==> config.mk <==
export PLATFORM = sky130hd
export DESIGN_NAME = prescaled_down_timer
export DESIGN_NICKNAME = d
export VERILOG_FILES = /design/src/logic/down_timer_pkg.sv /design/src/logic/tick_divider.sv /design/src/logic/prescaled_down_timer.sv
export SDC_FILE = /design/constraint.sdc
export NUM_CORES = 1
export LEC_CHECK = 0
export BUFFER_PORTS_ARGS = -buffer_cell sky130_fd_sc_hd__buf_2
export CAP_MARGIN = 20
export CORE_MARGIN = 2
export CORE_UTILIZATION = 38
export DETAILED_ROUTE_END_ITERATION = 12
export GPL_TIMING_DRIVEN = 1
export PLACE_DENSITY_LB_ADDON = 0.12
export SLEW_MARGIN = 25
export SYNTH_ARGS = -nofsm -noshare
export SYNTH_HDL_FRONTEND = slang
export SYNTH_SLANG_ARGS = --single-unit
==> constraint.sdc <==
create_clock -name clk -period 3.9 [get_ports clk]
set_clock_uncertainty 0.2 [all_clocks]
set_input_delay 0.78 -clock clk [delete_from_list [all_inputs] [get_ports clk]]
set_output_delay 0.78 -clock clk [all_outputs]
set_load 0.01 [all_outputs]
==> src/logic/down_timer_pkg.sv <==
// Constants for the prescaled down timer: register map, field positions,
// reset values and the clock-divide ratio. No assumptions on surroundings.
package down_timer_pkg;
  localparam logic [7:0] PRESCALE_ADDR = 8'hd2;
  localparam logic [7:0] COUNT_ADDR = 8'hd3;
  localparam logic [7:0] CTRL_ADDR = 8'hd4;
  localparam int PRESCALE_W = 7;
  localparam int COUNT_W = 8;
  localparam int TAP_W = 3;
  localparam logic [6:0] PRESCALE_RESET = 7'h7f;
  localparam logic [7:0] COUNT_RESET = 8'hff;
  localparam logic [7:0] COUNT_ZERO = 8'h00;
  localparam logic [7:0] CTRL_RESET = 8'h00;
  localparam int ZERO_FLAG_BIT = 7;
  localparam int IRQ_EN_BIT = 6;
  localparam int RUN_BIT = 3;
  localparam int TAP_LSB = 0;
  localparam int TAP_MSB = 2;
  localparam int TIMER_VECTOR = 3;
  localparam int INT_DIV = 12;
  localparam logic [3:0] INT_DIV_LAST = 4'hb;
endpackage : down_timer_pkg

==> src/logic/tick_divider.sv <==
// One-cycle enable every INT_DIV clock cycles.
// Assumes a single clock; runs freely from reset.
`timescale 1ns/10ps
`default_nettype none
module tick_divider
  import down_timer_pkg::*;
(
  input wire logic clk,
  input wire logic reset,
  output logic tick
);
  logic [3:0] div_reg;

  always_ff @(posedge clk or posedge reset)
  begin
    if (reset)
      div_reg <= 4'h0;
    else if (div_reg == INT_DIV_LAST)
      div_reg <= 4'h0;
    else
      div_reg <= div_reg + 4'h1;
  end

  assign tick = (div_reg == INT_DIV_LAST);
endmodule : tick_divider
`default_nettype wire

==> src/logic/prescaled_down_timer.sv <==
// Prescaled 8-bit down timer with data-space register port.
// Assumes a simple synchronous processor data bus: addr, wdata, write and read strobes.
//
// Overview of operation
// - 8-bit down counter fed by a 7-bit prescaler, 2^15 longest span.
// - Counter readable/writable at 0D3h, prescaler readable at 0D2h.
// - Counter decrements once per rising edge of selected prescaler tap.
// - Decrement to zero sets the zero-reached flag.
// - Zero with interrupt enable raises the timer interrupt request, vector 3.
// - Timer interrupt request also serves as WAIT wakeup.
// - Prescaler clocked by internal clock divided by twelve, decrementing.
// - Tap: factor 1 uses prescaler input, factor 2^n uses bit n-1.
// - Run bit clear holds prescaler all ones and stops counting.
// - With run bit set software may load prescaler 0 to 7Fh.
// - Writing 00h to counter or setting flag bit sets flag.
// - Reset: counter FFh, prescaler 7Fh, control cleared.
// - Counter write beats coincident decrement to zero; no flag then unless the write is 00h.
// - Tap select code n divides by 2^n, 1 through 128.
// - Control at 0D4h: flag 7, irq enable 6, run 3, tap 2..0.
`timescale 1ns/10ps
`default_nettype none
module prescaled_down_timer
  import down_timer_pkg::*;
(
  input wire logic clk,
  input wire logic reset,
  input wire logic [7:0] addr,
  input wire logic [7:0] wdata,
  input wire logic write_en,
  input wire logic read_en,
  output logic [7:0] rdata,
  output logic timer_irq,
  output logic wake_request
);
  logic [PRESCALE_W-1:0] prescale_count_reg;
  logic [COUNT_W-1:0] down_count_reg;
  logic zero_reached_flag_reg;
  logic zero_irq_enable_reg;
  logic prescale_run_reg;
  logic [TAP_W-1:0] tap_select_reg;
  logic [7:0] rdata_reg;
  logic [PRESCALE_W-1:0] prescale_next;
  logic [PRESCALE_W:0] tap_vec;
  logic [PRESCALE_W-1:0] prescale_prev_reg;
  logic [PRESCALE_W:0] tap_prev_vec;
  logic tap_prev;
  logic [PRESCALE_W-1:0] tap_mask;
  logic tap_now;
  logic count_step;
  logic in_tick;
  logic wr_prescale;
  logic wr_count;
  logic wr_ctrl;
  logic hit_zero;

  tick_divider u_div
  (
    .clk(clk),
    .reset(reset),
    .tick(in_tick)
  );

  assign wr_prescale = write_en && (addr == PRESCALE_ADDR);
  assign wr_count = write_en && (addr == COUNT_ADDR);
  assign wr_ctrl = write_en && (addr == CTRL_ADDR);

  // Prescaler decrements on each divided tick while running
  assign prescale_next = prescale_count_reg - 7'h01;

  always_ff @(posedge clk or posedge reset)
  begin
    if (reset)
      prescale_count_reg <= PRESCALE_RESET;
    else if (!prescale_run_reg)
      prescale_count_reg <= PRESCALE_RESET;
    else if (wr_prescale)
      prescale_count_reg <= wdata[PRESCALE_W-1:0];
    else if (in_tick)
      prescale_count_reg <= prescale_next;
  end

  // Tap 0 is the prescaler input itself: a one-cycle high pulse per tick
  assign tap_vec = {prescale_count_reg, in_tick};
  assign tap_now = tap_vec[tap_select_reg];
  // Low tapped bits read all ones right after the tapped bit rises by counting down
  assign tap_mask = PRESCALE_W'((8'h01 << tap_select_reg) - 8'h01);

  // The previous value of the whole prescaler is kept, not of the tap output, so that
  // switching the tap, or starting the prescaler later than the cycle right after a stop, never looks like a rising edge
  always_ff @(posedge clk or posedge reset)
  begin
    if (reset)
      prescale_prev_reg <= PRESCALE_RESET;
    else
      prescale_prev_reg <= prescale_count_reg;
  end

  assign tap_prev_vec = {prescale_prev_reg, 1'b0};
  assign tap_prev = tap_prev_vec[tap_select_reg];

  // Rising edge on tap; factor 1 counts every tick directly
  assign count_step = prescale_run_reg &&
                      ((tap_select_reg == 3'h0) ? in_tick : (tap_now && !tap_prev));
  assign hit_zero = count_step && (down_count_reg == 8'h01) && !wr_count;

  always_ff @(posedge clk or posedge reset)
  begin
    if (reset)
      down_count_reg <= COUNT_RESET;
    else if (wr_count)
      down_count_reg <= wdata;
    else if (count_step)
      down_count_reg <= down_count_reg - 8'h01;
  end

  // Hardware set wins over a software clear in the same cycle
  always_ff @(posedge clk or posedge reset)
  begin
    if (reset)
      zero_reached_flag_reg <= 1'b0;
    else if (hit_zero || (wr_count && wdata == COUNT_ZERO))
      zero_reached_flag_reg <= 1'b1;
    else if (wr_ctrl)
      zero_reached_flag_reg <= wdata[ZERO_FLAG_BIT];
  end

  always_ff @(posedge clk or posedge reset)
  begin
    if (reset)
    begin
      zero_irq_enable_reg <= 1'b0;
      prescale_run_reg <= 1'b0;
      tap_select_reg <= 3'h0;
    end
    else if (wr_ctrl)
    begin
      zero_irq_enable_reg <= wdata[IRQ_EN_BIT];
      prescale_run_reg <= wdata[RUN_BIT];
      tap_select_reg <= wdata[TAP_MSB:TAP_LSB];
    end
  end

  // Level request until software clears the flag or the irq enable
  assign timer_irq = zero_reached_flag_reg && zero_irq_enable_reg;
  assign wake_request = timer_irq;

  always_ff @(posedge clk or posedge reset)
  begin
    if (reset)
      rdata_reg <= 8'h00;
    else if (read_en)
    begin
      unique case (addr)
        PRESCALE_ADDR: rdata_reg <= {1'b0, prescale_count_reg};
        COUNT_ADDR: rdata_reg <= down_count_reg;
        CTRL_ADDR: rdata_reg <= {zero_reached_flag_reg, zero_irq_enable_reg, 2'b00,
                                 prescale_run_reg, tap_select_reg};
        default: rdata_reg <= 8'h00;
      endcase
    end
  end
  assign rdata = rdata_reg;

  // The flag only ever falls through a software write; the hardware never clears it
  AST_STOPPED_HOLDS: assert property (@(posedge clk) disable iff (reset)
    !prescale_run_reg |=> prescale_count_reg == PRESCALE_RESET)
    else $error("prescaler not held while stopped");
  AST_NO_COUNT_STOPPED: assert property (@(posedge clk) disable iff (reset)
    !prescale_run_reg && !wr_count |=> $stable(down_count_reg))
    else $error("counter moved while stopped");
  AST_ZERO_SETS_FLAG: assert property (@(posedge clk) disable iff (reset)
    hit_zero |=> zero_reached_flag_reg && down_count_reg == COUNT_ZERO)
    else $error("zero reached without flag");
  AST_WRAP: assert property (@(posedge clk) disable iff (reset)
    count_step && !wr_count && down_count_reg == COUNT_ZERO |=> down_count_reg == COUNT_RESET)
    else $error("no wrap to FFh");
  AST_WRITE_WINS: assert property (@(posedge clk) disable iff (reset)
    wr_count |=> down_count_reg == $past(wdata))
    else $error("counter write lost");
  AST_IRQ: assert property (@(posedge clk) disable iff (reset)
    hit_zero && zero_irq_enable_reg && !wr_ctrl |=> timer_irq && wake_request)
    else $error("irq missing");
  AST_ZERO_WRITE_FLAG: assert property (@(posedge clk) disable iff (reset)
    wr_count && wdata == COUNT_ZERO |=> zero_reached_flag_reg)
    else $error("zero write did not set flag");
  AST_DIV1_RATE: assert property (@(posedge clk) disable iff (reset)
    prescale_run_reg && tap_select_reg == 3'h0 && count_step |=> !count_step)
    else $error("factor 1 stepped twice in a row");
  AST_PRESCALE_DEC: assert property (@(posedge clk) disable iff (reset)
    prescale_run_reg && in_tick && !wr_prescale && !wr_ctrl |=> prescale_count_reg == $past(prescale_next))
    else $error("prescaler did not decrement");
  AST_CTRL_FLAG_SET: assert property (@(posedge clk) disable iff (reset)
    wr_ctrl && wdata[ZERO_FLAG_BIT] |=> zero_reached_flag_reg)
    else $error("flag bit write did not set flag");
  AST_FLAG_CLEAR: assert property (@(posedge clk) disable iff (reset)
    wr_ctrl && !wdata[ZERO_FLAG_BIT] && !hit_zero |=> !zero_reached_flag_reg)
    else $error("software clear of flag lost");
  AST_FLAG_STICKY: assert property (@(posedge clk) disable iff (reset)
    zero_reached_flag_reg && !wr_ctrl |=> zero_reached_flag_reg)
    else $error("flag dropped without software clear");
  AST_PRESCALE_LOAD: assert property (@(posedge clk) disable iff (reset)
    prescale_run_reg && wr_prescale |=> prescale_count_reg == PRESCALE_W'($past(wdata)))
    else $error("prescaler load lost while running");
  AST_TAP_EDGE: assert property (@(posedge clk) disable iff (reset)
    count_step && tap_select_reg != 3'h0 && !$past(wr_prescale) |-> (prescale_count_reg & tap_mask) == tap_mask)
    else $error("counter stepped off the selected tap edge");
  AST_READ_COUNT: assert property (@(posedge clk) disable iff (reset)
    read_en && addr == COUNT_ADDR |=> rdata == $past(down_count_reg))
    else $error("counter read back wrong");
  AST_READ_PRESCALE: assert property (@(posedge clk) disable iff (reset)
    read_en && addr == PRESCALE_ADDR |=> rdata == {1'b0, $past(prescale_count_reg)})
    else $error("prescaler read back wrong");
  AST_READ_CTRL: assert property (@(posedge clk) disable iff (reset)
    read_en && addr == CTRL_ADDR |=> rdata == {$past(zero_reached_flag_reg), $past(zero_irq_enable_reg), 2'b00,
      $past(prescale_run_reg), $past(tap_select_reg)})
    else $error("control read back wrong");

  COV_ZERO: cover property (@(posedge clk) disable iff (reset) hit_zero);
  COV_IRQ: cover property (@(posedge clk) disable iff (reset) $rose(timer_irq));
  COV_WRAP: cover property (@(posedge clk) disable iff (reset)
    count_step && down_count_reg == COUNT_ZERO);
  COV_TAP_STEP: cover property (@(posedge clk) disable iff (reset)
    count_step && tap_select_reg == 3'h7);
  COV_FLAG_BY_WRITE: cover property (@(posedge clk) disable iff (reset)
    wr_ctrl && wdata[ZERO_FLAG_BIT]);
endmodule : prescaled_down_timer
`default_nettype wire

Word level (Yosys, flattened, before mapping)
Cells that the tools add are included.
- register bits after elaboration: 40
- bits of input ports: 20
- word-level logic and storage cells: 49
- add/sub/neg operators: 3
- order comparisons: 1
- eq/ne operators: 6
- muxes and demuxes: 14
- reduce and logical (&&, ||, !) cells: 16
- operator list (kind ; number):
    $eq A8 B8 Y1 const B ; 3
    $pmux W8 S3 ; 1
    $mux W7 ; 3
    $mux W8 ; 2
    $logic_and A1 B1 Y1 ; 9
    $eq A8 B1 Y1 const B ; 1
    $logic_not A8 Y1 ; 1
    $sub A8 B1 Y8 const B ; 1
    $sub A7 B1 Y7 const B ; 1
    $bmux W1 S3 ; 2
    $mux W1 ; 5
    $add A4 B1 Y4 const B ; 1
    $eq A4 B4 Y1 const B ; 1
    $lt A3 B4 Y1 const B ; 1
    $mux W4 ; 1
    $reduce_bool A2 Y1 ; 2
    $logic_not A3 Y1 ; 1
    $ne A3 B1 Y1 const B ; 1
    $logic_not A1 Y1 ; 2
    $logic_or A1 B1 Y1 ; 1

Logic depth before layout (Yosys ltp)
- depth after elaboration: 10
- mapped depth: 7

By module
From an unflattened synthesis, not the netlist that was laid out.
- cell total of the unflattened synthesis: 209
- area total of the unflattened synthesis: 2123.3 µm²
- by module, submodules not included (module ; times used ; cells each ; area an instance (µm²)):
    prescaled_down_timer ; 1 ; 194 ; 1939.4
    tick_divider ; 1 ; 15 ; 183.9

Worst setup path before layout
No wires, ideal clock.
- path kind: input to register
- from: input addr[5]
- to: register zero_reached_flag_reg
- library setup time: 0.147 ns
- data arrival time: 2.040 ns
- required time: 3.553 ns
- setup slack: 1.514 ns
- stages: 5
- cell sequence: nand4b_1 > nor4_4 > mux2_2 > a31oi_1 > o21ai_1
- word-level cells in the longest chain between the ends: 6
- elaborated cells on any way between the ends: 10
- those cells by class: eq/ne: 2; mux: 1; reduce/logical: 7
- RTL lines (element ; RTL line ; RTL):
    start: declaration ; prescaled_down_timer.sv:27 ; input wire logic [7:0] addr,
    $eq A8 B8 Y1 ; prescaled_down_timer.sv:64 ; assign wr_count = write_en && (addr == COUNT_ADDR);
    $logic_and A1 B1 Y1 ; prescaled_down_timer.sv:64 ;
    $logic_not A1 Y1 ; prescaled_down_timer.sv:104 ; assign hit_zero = count_step && (down_count_reg == 8'h01) && !wr_count;
    $logic_and A1 B1 Y1 ; prescaled_down_timer.sv:104 ;
    $logic_or A1 B1 Y1 ; prescaled_down_timer.sv:121 ; else if (hit_zero || (wr_count && wdata == COUNT_ZERO))
    $mux W1 / $reduce_bool A2 Y1 (equally long branches) ; -- ;
    end signal: assignment ; prescaled_down_timer.sv:124 ; zero_reached_flag_reg <= wdata[ZERO_FLAG_BIT];
    end: declaration ; prescaled_down_timer.sv:37 ; logic zero_reached_flag_reg;
Parallel ways exist; a longest one is shown, timed or not.
A chain may end at the register's enable or synchronous reset.

Worst setup path after layout
- from: input addr[5]
- to: register prescale_count_reg[3]
- word-level cells in the longest chain between the ends: 4
- elaborated cells on any way between the ends: 5
- those cells by class: eq/ne: 2; mux: 2; reduce/logical: 1
- RTL lines (element ; RTL line ; RTL):
    $eq A8 B8 Y1 (*) ; prescaled_down_timer.sv:63 ; assign wr_prescale = write_en && (addr == PRESCALE_ADDR);
    $logic_and A1 B1 Y1 (*) ; prescaled_down_timer.sv:63 ;
    $mux W7 ; prescaled_down_timer.sv:76 ; else if (wr_prescale)
    $mux W7 ; prescaled_down_timer.sv:74 ; else if (!prescale_run_reg)
    end signal: assignment ; prescaled_down_timer.sv:77 ; prescale_count_reg <= wdata[PRESCALE_W-1:0];
    end signal: assignment ; prescaled_down_timer.sv:79 ; prescale_count_reg <= prescale_next;
    end: declaration ; prescaled_down_timer.sv:35 ; logic [PRESCALE_W-1:0] prescale_count_reg;
Every way passes the cells marked *; elsewhere a longest branch is shown, timed or not.

==> summary.md <==
| Metric | Value |
|---|---|
| GPL Wtd Cong | 0.8065 |
| Cell area after synthesis | 2200 um2 |
| CP delay by family, top | simple AND/OR/NAND/NOR gates |
| Slew HR | 0.3825 |
| Routed wire length | 5279 um |
| Number of buffers created by CTS | 5 |
| Clk Latency, worst-skew pair | 0.29 ns |
| Leakage | 1.031 nW |
| Wire per inst | 16.55 um |
| Die H | 80.08 um |
| Port Buf Inserts | 29 |
| CTS resizes | 0 |
| Initial DRT Pass Iterations | 4 |
| Hold Vio Cnt, Final | 0 |
| Fmax | 421.1 MHz |
| FF+latch count, synth | 40 |
| Final Cell Area | 2487 um2 |
| WP buf/inv | 1 |
| Share of cells above drive strength 1 | 0.3239 |
| Nets | 270 |
| Least-Margin Pin Slew | 0.9192 ns |
| Fin Hold WS | 0.2059 ns |
| Worst-path clk slew | 0.08 ns |
| Reg2reg path depth | 5 |
| Setup TNS Final | 0 ns |
| Overall die width | 80.08 um |
| Area Growth Syn to Fin | 13.08% |
| Type of destination of the critical path | register |
| CP Max Fanout | 10 |
| FFs w/ async S/R, synth | 1.000 |
| YS warnings | 0 |
| # diodes | 0 |
| PD cells | 323.5 nW/um2 |
| Starting density of the core | 0.3970 |
| Crit-path slowest cell | and3_1 |
| Wire length of the first global-routing pass | 8804 um |
| Worst path max stage delay | 0.54 ns |
| Final-report max-slew violation count | 0 |
| Syn_area_per_cell | 10.18 um2 |
| Sequential share of the synthesized area | 0.4676 |
| Hold WC Path Type | register to register |
| Initial antenna violation count | 0 |
| Core outline area | 5540 um2 |
| Hold Buf Count CTS | 0 |
| EDFF count, synth | 0 |
| Clock Sink Count | 40 |
| Clock Path Buffers | 2 |
| Final Setup Violations | 0 |
| Initial DRC count | 108 |
| CP Class | primary input to register |
| WHS Path Cells | 0 |
| CP Launch Type | primary input |
| Post-Syn Nets | 240 |
| Vias | 1726 |
| CP Data Required Time | 3.91 ns |
| RSZ-0062 raised after global routing | no |
| Synth unique cells | 46 |
| Drt drc | 0 |
| Min cycle time layout | 2.375 ns |
| H-tree depth | 2 |
| Post-DP HPWL | 3957 um |
| Die area | 6413 um2 |
| # Post-CTS Setup Buffers | 0 |
| Crit share post-route | 0.6089 |
| CTS root buf | clkbuf_8 |
| Arr. time, crit path | 2.38 ns |
| Worst path cell trace | buf_2 > nand4b_1 > nor3_2 > and3_1 > mux2i_1 > nand2_1 |
| Post-place instance area | 2406 um2 |
| Status | completed |
| I/O pins | 30 |
| Vias per cell | 5.411 |
| Final ANT Viol Nets | 0 |
| Post-synth top flop | dfstp_2 |
| Largest net degree at the start of global routing | 25 |
| CTS tree | yes |
| Max-cap viol count | 0 |
| Instance count on the critical path | 6 |
| Rows | 27 |
| Gr usage total | 0.1850 |
| GR Overflow Total | 0 |
| Worst vdd ir | 0.1109 mV |
| Synthesized netlist cell count | 216 |
| Vias in the first global route | 1698 |
[path summary, 6_finish.rpt]
kind / from / endpoint / slack [ns]
setup / recovery: addr[5] / prescale_count_reg[3] / 1.53
hold / removal: prescale_count_reg[6] / prescale_prev_reg[6] / 0.21
setup reg to reg: prescale_count_reg[5] / down_count_reg[1] / 1.56
max in group asynchronous: reset / down_count_reg[2] / 2.53
hold reg to reg: prescale_count_reg[6] / prescale_prev_reg[6] / 0.21
min in group asynchronous: reset / zero_reached_flag_reg / 0.33
[logic make-up (layout without fill, tap and decap cells)]
logic type,after synthesis,in the layout,synth area share
AOI/OAI and AO/OA,42,42,0.1371
xor gates and xnor gates,8,8,0.03186
adders and majority gates,4,4,0.02275
buffers and inverters,27,58,0.05403
DFF,40,40,0.4676
muxes,15,15,0.07907
and+or+nand+nor,80,80,0.2076
[layout by cell type (no fill, tap or decap), drive strengths merged, types with 2 or more instances in the layout]
cell type	netlist	layout
mux2	9	9
inv	18	18
and3	2	2
nor2b	6	6
nand2	23	23
nand3	5	5
nand4	6	6
a22o	5	5
o211ai	4	4
a22oi	5	5
dfstp	22	22
nand4b	4	4
nor3	6	6
dfrtp	18	18
xnor2	7	7
o22ai	7	7
a211o	3	3
mux2i	5	5
a31oi	4	4
nor4	3	3
buf	4	32
clkbuf	4	7
nor2	10	10
or3	3	3
nand3b	2	2
ha	4	4
nand2b	5	5
o21ai	10	10
[cell type report]
cell class                 instances  area [um2]
timing repair buffer              32       167.7
clock buffer                       7       76.32
sequential                        40        1028
tap                               72       90.09
multi-input combinational        149        1052
clock inverter                     1       5.005
fill                             550        3053
inverter                          18       67.56
[per-layer routing]
layer | wire [um] | up-vias | GRT usage
met5 | 0 | - | 0
met2 | 2367 | 40 | 0.2875
met3 | 220 | 7 | 0.02360
met1 | 2605 | 847 | 0.2647
met4 | 85 | 0 | 0.06610
li1 | - | 832 | -
[stage by stage]
| step | worst slack [ns] | std cells | util | power, mW |
|---|---|---|---|---|
| floorplan | 1.514 | 216 | - | 0.5051 |
| CTS | 1.533 | 319 | 0.4490 | 0.8111 |
| finish | 1.525 | 319 | 0.4490 | 0.8046 |
| detailed placement | 1.203 | 311 | 0.4343 | 0.5422 |
| global placement | 1.238 | 311 | 0.4343 | 0.5420 |
| global route | 1.372 | 319 | 0.4490 | 0.8411 |
[synthesized netlist by cell type (5+ instances only)]
library cell	number	share of area
nor2b_1	6	0.017
a22oi_1	5	0.017
mux2_2	9	0.046
dfstp_2	22	0.26
nand4_1	6	0.017
inv_1	18	0.031
nor2_1	10	0.017
nand2b_1	5	0.014
dfrtp_1	18	0.20
nand2_1	23	0.039
mux2i_1	5	0.023
a22o_1	5	0.020
o21ai_0	9	0.020
o22ai_1	6	0.017
xnor2_1	7	0.028
nand3_1	5	0.011
[where the power goes]
part | internal [mW] | switching, mW | leakage (nW) | total, mW
registers | 0.434 | 0.0189 | 0.469 | 0.453
clock network | 0.126 | 0.144 | 0.0422 | 0.269
logic | 0.0343 | 0.0483 | 0.520 | 0.0826
(Power assumes the default switching activity.)
